## src/shared/alin_defs.svh

```systemverilog
/*
  Constants of the angle linearizer: widths, storage map, reset values and
  the wake-window timing. Assumes a 20 MHz processing clock.
*/
// Overview of operation
// - Thirty-two correction coefficients are held, one per 11.25 degree breakpoint from 0.00 to 348.75 degrees.
// - At a breakpoint the output is the electrical angle minus that breakpoint's coefficient.
// - Each coefficient is a 12-bit two's-complement value from -2048 to +2047.
// - Scale select clear gives about +22.50..-22.49 degrees of correction, set doubles it, negative codes add angle.
// - Between breakpoints the correction is linearly interpolated from the two neighbouring coefficients.
// - The output latency is the same whether linearization is on or off.
// - With linearization off the stored coefficients have no effect on the output angle.
// - The low-power tracking path and its wake decision use the unlinearized electrical angle.
// - In low power the block requests wake when the angle changes faster than a programmable rate.
// - The corrected angle is the mechanical angle fed to the downstream angle outputs.
// - After reset all coefficients and settings are reloaded from storage before any angle is produced.
`ifndef ALIN_DEFS_SVH
`define ALIN_DEFS_SVH

`define ALIN_ANG_W          15
`define ALIN_NUM_PTS        32
`define ALIN_IDX_W          5
`define ALIN_FRAC_W         10
`define ALIN_COEF_W         12
`define ALIN_NVM_AW         6
`define ALIN_NVM_DW         12
`define ALIN_NVM_LAST_COEF  6'h1F
`define ALIN_NVM_CFG_ADDR   6'h20
`define ALIN_CFG_EN_BIT     0
`define ALIN_CFG_SCALE_BIT  1

`define ALIN_COEF_RST       12'h000
`define ALIN_ANG_RST        15'h0000
`define ALIN_NVM_ADDR_RST   6'h00

`define ALIN_CLK_PERIOD_NS  50
`define ALIN_WAKE_WIN_US    1000
`define ALIN_WAKE_WIN_CYC   (`ALIN_WAKE_WIN_US * 1000 / `ALIN_CLK_PERIOD_NS)
`define ALIN_WIN_W          24
`define ALIN_WAKE_THR_DEF   15'h0037

`endif

```

## src/shared/alin_pkg.sv

```systemverilog
/*
  Types of the angle linearizer: load sequencer states and the packed state
  record of the top module. Assumes alin_defs.svh is on the include path.
*/
`include "alin_defs.svh"

package alin_pkg;

  typedef enum logic [1:0] {
    ST_LOAD,
    ST_DRAIN,
    ST_RUN
  } alin_state_e;

  typedef logic [`ALIN_NUM_PTS-1:0][`ALIN_COEF_W-1:0] alin_coef_t;

  typedef struct packed {
    alin_state_e                 state;
    logic [`ALIN_NVM_AW-1:0]     ldAddr;
    logic                        nvmRdEn;
    logic [`ALIN_NVM_AW-1:0]     nvmAddr;
    logic                        capValid;
    logic [`ALIN_NVM_AW-1:0]     capAddr;
    alin_coef_t                  coef;
    logic                        linEn;
    logic                        scaleSel;
    logic                        cfgReady;
    logic                        p1Valid;
    logic [`ALIN_ANG_W-1:0]      p1Raw;
    logic [`ALIN_COEF_W-1:0]     p1C0;
    logic [`ALIN_COEF_W-1:0]     p1C1;
    logic [`ALIN_FRAC_W-1:0]     p1Frac;
    logic                        p1En;
    logic                        p1Scale;
    logic                        p2Valid;
    logic [`ALIN_ANG_W-1:0]      p2Raw;
    logic [`ALIN_COEF_W-1:0]     p2Corr;
    logic                        p2En;
    logic                        p2Scale;
    logic                        linValid;
    logic [`ALIN_ANG_W-1:0]      linAngle;
    logic [`ALIN_ANG_W-1:0]      trackAngle;
    logic [`ALIN_ANG_W-1:0]      lastAngle;
    logic [`ALIN_WIN_W-1:0]      winCnt;
    logic                        wakeReq;
    logic [`ALIN_COEF_W-1:0]     userData;
  } alin_state_s;

endpackage

```

## src/design/angle_linearizer.sv

```systemverilog
/*
  Piecewise-linear angle correction with 32 breakpoints, its power-up load
  from non-volatile storage, and the unlinearized low-power wake tracker.
  Assumes raw angle, storage data and mode inputs come from logic on clk;
  storage answers the cycle after a read strobe.
*/
`timescale 1ns/1ps
`default_nettype none
`include "alin_defs.svh"

module angle_linearizer #(
  parameter logic [`ALIN_WIN_W-1:0] WAKE_WIN_CYC = `ALIN_WIN_W'(`ALIN_WAKE_WIN_CYC)
) (
  // clock and reset
  input  wire logic                       clk,
  input  wire logic                       rst,

  // raw electrical angle from the angle path
  input  wire logic [`ALIN_ANG_W-1:0]     rawAngle,
  input  wire logic                       rawValid,

  // non-volatile storage read port
  output logic                            nvmRdEn,
  output logic      [`ALIN_NVM_AW-1:0]    nvmAddr,
  input  wire logic [`ALIN_NVM_DW-1:0]    nvmData,

  // linearized angle toward the output formatters
  output logic      [`ALIN_ANG_W-1:0]     linAngle,
  output logic                            linValid,

  // configuration and status
  output logic                            cfgReady,
  output logic                            linEnable,
  output logic                            correctionScaleSelect,

  // low-power tracking
  input  wire logic                       lowPower,
  input  wire logic [`ALIN_ANG_W-1:0]     wakeThresh,
  output logic      [`ALIN_ANG_W-1:0]     trackAngle,
  output logic                            wakeReq,

  // coefficient readback as user data
  input  wire logic [`ALIN_IDX_W-1:0]     userAddr,
  output logic      [`ALIN_COEF_W-1:0]    userData
);

  alin_pkg::alin_state_s q;
  alin_pkg::alin_state_s n;

  logic [`ALIN_COEF_W-1:0] interpCorr;
  logic [`ALIN_ANG_W-1:0]  corrExt;
  logic [`ALIN_ANG_W-1:0]  delta;

  // magnitude of the shortest angular distance on the circle
  function automatic logic [`ALIN_ANG_W-1:0] angDist(
    input logic [`ALIN_ANG_W-1:0] a,
    input logic [`ALIN_ANG_W-1:0] b
  );
    logic [`ALIN_ANG_W-1:0] d;
    d = a - b;
    if (d[`ALIN_ANG_W-1]) begin
      d = (~d) + `ALIN_ANG_W'(1);
    end
    return d;
  endfunction

  // one coefficient LSB is one angle LSB; scale select doubles it
  function automatic logic [`ALIN_ANG_W-1:0] scaleCorr(
    input logic [`ALIN_COEF_W-1:0] c,
    input logic                    s
  );
    logic [`ALIN_ANG_W-1:0] e;
    e = {{(`ALIN_ANG_W-`ALIN_COEF_W){c[`ALIN_COEF_W-1]}}, c};
    if (s) begin
      e = {e[`ALIN_ANG_W-2:0], 1'b0};
    end
    return e;
  endfunction

  alin_interp u_interp (
    .coefLo (q.p1C0),
    .coefHi (q.p1C1),
    .frac   (q.p1Frac),
    .corr   (interpCorr)
  );

  always_comb begin
    n = q;
    n.nvmRdEn  = 1'b0;
    n.linValid = 1'b0;
    n.wakeReq  = 1'b0;
    corrExt    = scaleCorr(q.p2Corr, q.p2Scale);
    delta      = angDist(q.trackAngle, q.lastAngle);

    // storage answer lands one cycle after the strobe
    n.capValid = q.nvmRdEn;
    n.capAddr  = q.nvmAddr;
    if (q.capValid) begin
      if (q.capAddr == `ALIN_NVM_CFG_ADDR) begin
        n.linEn    = nvmData[`ALIN_CFG_EN_BIT];
        n.scaleSel = nvmData[`ALIN_CFG_SCALE_BIT];
      end else begin
        n.coef[q.capAddr[`ALIN_IDX_W-1:0]] = nvmData;
      end
    end

    // load sequencer: 32 coefficients then the configuration word
    case (q.state)
      alin_pkg::ST_LOAD: begin
        n.nvmRdEn = 1'b1;
        n.nvmAddr = q.ldAddr;
        if (q.ldAddr == `ALIN_NVM_CFG_ADDR) begin
          n.state = alin_pkg::ST_DRAIN;
        end else begin
          n.ldAddr = q.ldAddr + `ALIN_NVM_AW'(1);
        end
      end
      alin_pkg::ST_DRAIN: begin
        if (!q.nvmRdEn && !q.capValid) begin
          n.state    = alin_pkg::ST_RUN;
          n.cfgReady = 1'b1;
        end
      end
      alin_pkg::ST_RUN: begin
        n.cfgReady = 1'b1;
      end
      default: begin
        n.state = alin_pkg::ST_LOAD;
      end
    endcase

    // stage 1: pick the breakpoint pair; index wraps 31 to 0 at the top
    n.p1Valid = 1'b0;
    if (q.state == alin_pkg::ST_RUN && rawValid) begin
      n.p1Valid = 1'b1;
      n.p1Raw   = rawAngle;
      n.p1C0    = q.coef[rawAngle[`ALIN_ANG_W-1:`ALIN_FRAC_W]];
      n.p1C1    = q.coef[rawAngle[`ALIN_ANG_W-1:`ALIN_FRAC_W] + `ALIN_IDX_W'(1)];
      n.p1Frac  = rawAngle[`ALIN_FRAC_W-1:0];
      // settings travel with the sample so a mode change never splits one
      n.p1En    = q.linEn;
      n.p1Scale = q.scaleSel;
    end

    // stage 2: interpolated correction
    n.p2Valid = q.p1Valid;
    n.p2Raw   = q.p1Raw;
    n.p2Corr  = interpCorr;
    n.p2En    = q.p1En;
    n.p2Scale = q.p1Scale;

    // stage 3: both settings leave from the same flop, same depth
    if (q.p2Valid) begin
      n.linValid = 1'b1;
      if (q.p2En) begin
        n.linAngle = q.p2Raw - corrExt;
      end else begin
        n.linAngle = q.p2Raw;
      end
    end

    // unlinearized tracking for the low-power wake decision
    if (q.state == alin_pkg::ST_RUN && rawValid) begin
      n.trackAngle = rawAngle;
    end
    if (!lowPower) begin
      n.winCnt    = '0;
      n.lastAngle = q.trackAngle;
    end else if (q.winCnt >= WAKE_WIN_CYC - `ALIN_WIN_W'(1)) begin
      n.winCnt    = '0;
      n.lastAngle = q.trackAngle;
      // rate test: change per window against the programmed limit
      if (delta > wakeThresh) begin
        n.wakeReq = 1'b1;
      end
    end else begin
      n.winCnt = q.winCnt + `ALIN_WIN_W'(1);
    end

    // coefficients stay readable whether or not they are applied
    n.userData = q.coef[userAddr];
  end

  always_ff @(posedge clk) begin
    if (rst) begin
      q.state      <= alin_pkg::ST_LOAD;
      q.ldAddr     <= `ALIN_NVM_ADDR_RST;
      q.nvmRdEn    <= 1'b0;
      q.nvmAddr    <= `ALIN_NVM_ADDR_RST;
      q.capValid   <= 1'b0;
      q.capAddr    <= `ALIN_NVM_ADDR_RST;
      q.coef       <= '0;
      q.linEn      <= 1'b0;
      q.scaleSel   <= 1'b0;
      q.cfgReady   <= 1'b0;
      q.p1Valid    <= 1'b0;
      q.p1Raw      <= `ALIN_ANG_RST;
      q.p1C0       <= `ALIN_COEF_RST;
      q.p1C1       <= `ALIN_COEF_RST;
      q.p1Frac     <= '0;
      q.p1En       <= 1'b0;
      q.p1Scale    <= 1'b0;
      q.p2Valid    <= 1'b0;
      q.p2Raw      <= `ALIN_ANG_RST;
      q.p2Corr     <= `ALIN_COEF_RST;
      q.p2En       <= 1'b0;
      q.p2Scale    <= 1'b0;
      q.linValid   <= 1'b0;
      q.linAngle   <= `ALIN_ANG_RST;
      q.trackAngle <= `ALIN_ANG_RST;
      q.lastAngle  <= `ALIN_ANG_RST;
      q.winCnt     <= '0;
      q.wakeReq    <= 1'b0;
      q.userData   <= `ALIN_COEF_RST;
    end else begin
      q <= n;
    end
  end

  assign nvmRdEn               = q.nvmRdEn;
  assign nvmAddr               = q.nvmAddr;
  assign linAngle              = q.linAngle;
  assign linValid              = q.linValid;
  assign cfgReady              = q.cfgReady;
  assign linEnable             = q.linEn;
  assign correctionScaleSelect = q.scaleSel;
  assign trackAngle            = q.trackAngle;
  assign wakeReq               = q.wakeReq;
  assign userData              = q.userData;

endmodule

`default_nettype wire

```

## src/design/alin_interp.sv

```systemverilog
/*
  Combinational interpolation of the correction between two neighbouring
  coefficients. Assumes the caller registers inputs and result.
*/
`timescale 1ns/1ps
`default_nettype none
`include "alin_defs.svh"

module alin_interp (
  // neighbouring coefficients
  input  wire logic [`ALIN_COEF_W-1:0] coefLo,
  input  wire logic [`ALIN_COEF_W-1:0] coefHi,
  // position between them, 0 at coefLo
  input  wire logic [`ALIN_FRAC_W-1:0] frac,
  // interpolated correction
  output logic      [`ALIN_COEF_W-1:0] corr
);

  logic signed [`ALIN_COEF_W:0]                  diff;
  logic signed [`ALIN_COEF_W+`ALIN_FRAC_W+1:0]   prod;
  logic signed [`ALIN_COEF_W+1:0]                step;
  logic signed [`ALIN_COEF_W+1:0]                sum;

  always_comb begin
    // one extra bit: the difference of two 12-bit codes spans 13 bits
    diff = $signed({coefHi[`ALIN_COEF_W-1], coefHi}) - $signed({coefLo[`ALIN_COEF_W-1], coefLo});
    prod = diff * $signed({1'b0, frac});
    // floor division; the result stays between the two codes, so 12 bits hold it
    step = prod[`ALIN_COEF_W+`ALIN_FRAC_W+1:`ALIN_FRAC_W];
    sum  = $signed({{2{coefLo[`ALIN_COEF_W-1]}}, coefLo}) + step;
    corr = sum[`ALIN_COEF_W-1:0];
  end

endmodule

`default_nettype wire

```

## config.mk

```make
export PLATFORM = sky130hd
export DESIGN_NAME = angle_linearizer
export DESIGN_NICKNAME = d
export VERILOG_FILES = /design/src/shared/alin_pkg.sv /design/src/design/angle_linearizer.sv /design/src/design/alin_interp.sv
export VERILOG_INCLUDE_DIRS = /design/src /design/src/shared
export SDC_FILE = /design/constraint.sdc
export NUM_CORES = 2
export LEC_CHECK = 0
export BUFFER_PORTS_ARGS = -buffer_cell sky130_fd_sc_hd__buf_2
export CORE_MARGIN = 10
export CORE_UTILIZATION = 38
export DETAILED_ROUTE_END_ITERATION = 10
export GPL_ROUTABILITY_DRIVEN = 0
export PLACE_DENSITY_LB_ADDON = 0.12
export SYNTH_ARGS = -nofsm -noshare
export SYNTH_HDL_FRONTEND = slang
export SYNTH_SLANG_ARGS = --single-unit
export TNS_END_PERCENT = 1
```

## constraint.sdc

```tcl
create_clock -name clk -period 9.5 [get_ports clk]
set_input_delay 0.475 -clock clk [delete_from_list [all_inputs] [get_ports clk]]
set_output_delay 0.475 -clock clk [all_outputs]
set_load 0.05 [all_outputs]
```

After elaboration in Yosys (flattened, before gate mapping)
Cells that the tools add are included.

Register bits after elaboration: 559. Input port bits: 51. Word-level logic and storage cells: 126. Output and inout bits: 54.

Reduce and logical (&&, ||, !) cells: 14. Bitwise logic cells: 6. Multiplexer cells: 24. Equality and inequality tests: 7. Magnitude comparators: 7. Multipliers: 1. $add $sub $neg: 8.

Operators with widths (number): $bwmux W384 (1); $bmux W12 S5 (3); $demux W12 S5 (1); $mux W12 (5); $mux W52 (1); $mux W15 (3); $mux W39 (1); $sub A15 B15 Y15 (2); $add A24 B1 Y24 const B (1); $ge A24 B15 Y1 const B (1); $lt A5 B6 Y1 const B (4); $mux W24 (1); $mul A13 B11 Y22 (1); $mux W16 (1); $add A15 B1 Y15 const B (1); $gt A15 B15 Y1 (1); $not A15 Y15 (1); $sub A12 B12 Y13 (1); $add A12 B12 Y12 (1); $eq A6 B6 Y1 const B (2); $reduce_and A2 Y1 (4); $mux W7 (1); $add A6 B1 Y6 const B (1); $pmux W2 S3 (1); 16 further kinds (27).

Longest topological paths before layout
Depth after elaboration: 6. Depth in mapped cells: 39.

Hierarchy
From an unflattened synthesis, not the netlist that was laid out.

Cell total of the unflattened synthesis: 3800. Area total of the unflattened synthesis: 36170.9 sq um.

By module, submodules not included: angle_linearizer (cells an instance 3141, instances 1, area an instance 30491.7 sq um); alin_interp (cells an instance 659, instances 1, area an instance 5679.2 sq um).

Least setup slack after synthesis
OpenSTA, ideal clock, no wires.

Kind: reg2reg. From: register q[125] (netlist bit). To: register q[96] (netlist bit). Slack: 1.384 ns. Buffers on the path: 0. Arrival time: 7.993 ns. Data required time: 9.377 ns. Cell stages (with the launch flop): 37. Cells stage by stage: dfxtp_1 > inv_1 > ha_1 > fa_1 > nand2b_1 > a21boi_0 > o21ai_0 > a21o_1 > a21oi_1 > nor3_1 > xnor2_1 > nand2_1 > fa_1 > inv_1 > fa_1 > fa_1 > fa_1 > inv_1 > fa_1 > inv_1 > ha_1 > and2_1 > o21ai_0 > o31ai_4 > o211ai_2 > a21boi_2 > o21a_4 > nor2_1 > ha_1 > a21oi_1 > nand2_1 > o21ai_0 > o21ai_0 > xnor2_1 > nor3_1 > o21ba_2 > mux2_1.

Word-level cells in the longest chain between the ends: 3.

RTL lines: start: declaration (RTL line angle_linearizer.sv:47) `alin_pkg::alin_state_s q;`; $sub A12 B12 Y13 (RTL line alin_interp.sv:26) `` diff = $signed({coefHi[`ALIN_COEF_W-1], coefHi}) - $signed({coefLo[`ALIN_COEF_W-1], coefLo}); ``; $mul A13 B11 Y22 (RTL line alin_interp.sv:27) `prod = diff * $signed({1'b0, frac});`; $add A12 B12 Y12 (RTL line alin_interp.sv:30) `` sum = $signed({{2{coefLo[`ALIN_COEF_W-1]}}, coefLo}) + step; ``.

Every way passes these cells. A chain may end at the register's enable or synchronous reset.

Worst setup path in the final report
From: register q[138] (netlist bit). To: register q[96] (netlist bit).

Word-level cells in the longest chain between the ends: 3.

RTL lines (RTL line): $sub A12 B12 Y13 (alin_interp.sv:26); $mul A13 B11 Y22 (alin_interp.sv:27); $add A12 B12 Y12 * (alin_interp.sv:30).

Mark *: on every way between the ends. The rest lies on a longest branch, timed or not.

==> implementation parameters <==
Parameter                              Value

Layout
  Share of final-layout standard cells stronger than drive strength 1 ... 19.0%
  Non-filler cells, final ... 4853
  Area growth, synth to finish ... 9.94%
  Final layout net count ... 3833
  FF+latch area ... 11000 um2
  Layout fillers ... 9195
  Total area of multi-input combinational cells ... 22800 um2
  Design Area, Final ... 39300 um2

Synthesis
  Post-Synthesis Cell Area ... 35800 um2
  Post-synth top cells ... sky130_fd_sc_hd__nand2_1, sky130_fd_sc_hd__dfxtp_1, sky130_fd_sc_hd__mux4_2
  Number of synthesized register bits ... 549
  Synth Area per Inst ... 9.81 um2
  Most used standard cell by instance count after synthesis ... sky130_fd_sc_hd__nand2_1
  Synthesized netlist cell count ... 3645
  Number of distinct library cells after synthesis ... 67
  Count of synthesis-stage warnings from yosys ... 0
  Primary flip-flop cell chosen by synthesis mapping ... sky130_fd_sc_hd__dfxtp_1
  Number of enable flip-flop cells after synthesis ... 0
  Register area share after synthesis ... 30.7%
  Post-synth top area cell ... sky130_fd_sc_hd__dfxtp_1
  Cells taking the most area after synthesis ... sky130_fd_sc_hd__dfxtp_1, sky130_fd_sc_hd__mux4_2, sky130_fd_sc_hd__nand2_1
  Top-area cell type share of the netlist area ... 30.7%
  Fraction of synthesis flops using an asynchronous set or reset pin ... 0%

Outcome
  Status ... completed

Clocking
  Max Buffers Root-to-Sink ... 3
  Total number of H-tree levels ... 3
  CTS clk-pin slew, worst paths ... 60 ps
  CTS sink count ... 549
  Root Buffer Master ... sky130_fd_sc_hd__clkbuf_16
  Hold Buf Count CTS ... 0
  TritonCTS clock tree ... yes
  Clock insertion delay at the later pin of the skew report ... 650 ps
  Total CTS buffers ... 68

Pwr
  Pwr dens ... 137 nW/um2
  Largest voltage drop on the vdd net ... 0.140 mV
  Static leakage power ... 14.5 nW

Min path
  Path type of the worst min-delay path ... input pin to register

Global routing
  Remaining Overflow, GRT ... 0
  Vias in the first global route ... 27031
  Global-route wire length before repair ... 185 mm
  Largest net degree at the start of global routing ... 124
  Global Route Usage Sum ... 22.9%
  Number of antenna violations at the first check in global routing ... 6

Floorplan
  Horiz. Die Dim ... 327 um
  Overall die area ... 107000 um2
  Chip Height ... 327 um
  Site Rows ... 112
  Initial core utilization ... 38.3%
  Area of the core ... 93300 um2
  I/O pin count ... 105

Drt
  Number of vias per cell ... 5.71
  Detailed Route Iter0 Violations ... 2571
  Routed vias ... 27687
  Total wire length ... 125 mm
  Length of the first detailed-routing pass in iterations ... 5
  Routed length per instance ... 25.7 um
  Residual DRC ... 0
  Count of antenna-violating nets left after detailed routing ... 0

STA
  Achievable clock frequency ... 115 MHz
  Worst hold slack ... 118 ps
  Final Critical Period ... 8720 ps
  Final setup violation count ... 0
  Worst Tran Pin Value ... 1270 ps
  Period Utilization, post-route ... 91.8%
  Setup slack of the critical path after layout ... 780 ps
  RSZ-0062 raised after global routing ... false
  Max-slew violations ... 0
  Post-route clock skew ... 35.5 ps
  Setup total negative slack ... 0 ps
  Headroom to the max-slew limit ... 15.4%
  Final Hold Vio Count ... 0

Worst setup path
  Highest cell delay on the worst timing path ... 550 ps
  Register-to-register setup slack ... 780 ps
  Critical-path cell with the highest stage delay ... sky130_fd_sc_hd__fa_1
  Largest fanout on the critical path ... 5
  Worst path arrival time ... 9230 ps
  Crit start category ... register
  Crit. End Element ... register
  Critical setup path kind ... register to register
  WP data required ... 10010 ps

Place
  Pre-CTS setup slack ... 636 ps
  Dpl cell area ... 37000 um2
  Cell total after placement ... 4730
  Quantity of I/O buffers inserted on ports ... 104
  Sum of net half-perimeters after detailed placement ... 80.7 mm

Job
  Max-cap viol count ... 0
[cell usage in the layout, fill, tap and decap left out, types with 11 or more instances in the layout]
cell | synthesis | final
sky130_fd_sc_hd__a211oi_1 | 36 | 36
sky130_fd_sc_hd__a21oi_1 | 331 | 331
sky130_fd_sc_hd__and2_1 | 51 | 50
sky130_fd_sc_hd__and3_1 | 15 | 15
sky130_fd_sc_hd__buf_2 | 31 | 99
sky130_fd_sc_hd__buf_4 | 50 | 51
sky130_fd_sc_hd__clkbuf_1 | 219 | 16
sky130_fd_sc_hd__clkbuf_16 | 0 | 68
sky130_fd_sc_hd__clkbuf_8 | 0 | 11
sky130_fd_sc_hd__dfxtp_1 | 549 | 549
sky130_fd_sc_hd__fa_1 | 116 | 116
sky130_fd_sc_hd__ha_1 | 119 | 118
sky130_fd_sc_hd__inv_1 | 202 | 202
sky130_fd_sc_hd__mux2i_1 | 161 | 161
sky130_fd_sc_hd__mux4_2 | 360 | 360
sky130_fd_sc_hd__nand2_1 | 653 | 653
sky130_fd_sc_hd__nand2b_1 | 27 | 27
sky130_fd_sc_hd__nand3_1 | 77 | 77
sky130_fd_sc_hd__nor2_1 | 267 | 241
sky130_fd_sc_hd__nor2_2 | 0 | 19
sky130_fd_sc_hd__nor2b_1 | 50 | 50
sky130_fd_sc_hd__nor3_1 | 26 | 26
sky130_fd_sc_hd__o21a_1 | 12 | 12
sky130_fd_sc_hd__o21ai_0 | 27 | 27
sky130_fd_sc_hd__o22a_1 | 36 | 36
sky130_fd_sc_hd__or3_1 | 13 | 12
sky130_fd_sc_hd__xnor2_1 | 58 | 56
sky130_fd_sc_hd__xor2_1 | 30 | 28
[cell families (layout without fill, tap and decap cells)]
logic type / after synthesis / in the layout / synth area share, %
AOI/OAI and AO/OA: 491 / 491 / 8.14
xor gates and xnor gates: 88 / 88 / 2.15
adders and majority gates: 235 / 235 / 10.7
buffers and inverters: 531 / 476 / 6.21
DFF: 549 / 549 / 30.7
muxes: 529 / 529 / 27.4
other: 1 / 10 / 0.0105
and+or+nand+nor: 1221 / 1221 / 14.7
[cell type report]
cell class / instances / share of cell area [%]
Sequential cell: 549 / 27.9
Clock buffer: 95 / 4.86
Inverter: 202 / 1.93
Clock inverter: 26 / 0.999
Timing Repair Buffer: 153 / 2.34
Tap cell: 1254 / 3.99
Multi-Input combinational cell: 2573 / 57.9
Antenna cell: 1 / 0.00636
[routing by layer]
layer / vias to the layer above / global-route usage [%] / share of wire [%]
met3: 223 / 5.04 / 8.0
met4: 8 / 7.40 / 3.4
met1: 13853 / 30.1 / 41
met2: 1098 / 37.2 / 47
met5: - / 0 / 0.041
li1: 12505 / - / -
[metrics by stage]
| step | power [mW] | utilization [%] |
|---|---|---|
| after global routing | 5.54 | 42.1 |
| after global placement | 2.72 | 39.6 |
| final | 5.39 | 42.1 |
| after detailed placement | 2.72 | 39.6 |
| after floorplan | 2.60 | - |
| after CTS | 5.44 | 42.1 |
[sequential cells by signal, summed over array words and instances (netlist names)]
register and cells:
n 3, nvmRdEn 1, correctionScaleSelect 1, linValid 1, userData 12, linAngle 15
nvmAddr 6, cfgReady 1, wakeReq 1, linEnable 1, trackAngle 6, q 501
[report_power, final]
part	leakage [nW]	internal, mW	total [mW]	switching [mW]
Clock	1.13	1.61	2.72	1.11
Sequential	4.43	2.31	2.32	0.00811
Combinational	8.97	0.109	0.348	0.239
[final timing paths]
kind,start,endpoint,cells after the start
min,rawAngle[5],q[120]$_SDFFE_PP0P_,2
max reg2reg,q[138]$_SDFFE_PP0P_,q[96]$_SDFF_PP0_,35
max,q[138]$_SDFFE_PP0P_,q[96]$_SDFF_PP0_,35
min reg2reg,n[112]$_SDFF_PP0_,q[112]$_SDFF_PP0_,1
[worst max-delay path, delay by kind of cell (launching register included)]
family | cells | cell delay [ps]
adders and majority gates | 8 | 3260
and+or+nand+nor | 6 | 1060
xor gates and xnor gates | 1 | 160
buffers and inverters | 5 | 420
muxes | 2 | 660
DFF | 1 | 450
AOI/OAI and AO/OA | 13 | 2570
[timing repair]
action / 4_1_cts / 5_1_grt
gates resized for setup: 0 / 3
setup endpoints to repair: 0 / 1
buffers inserted: 0 / 1
(Power assumes the default switching activity.)
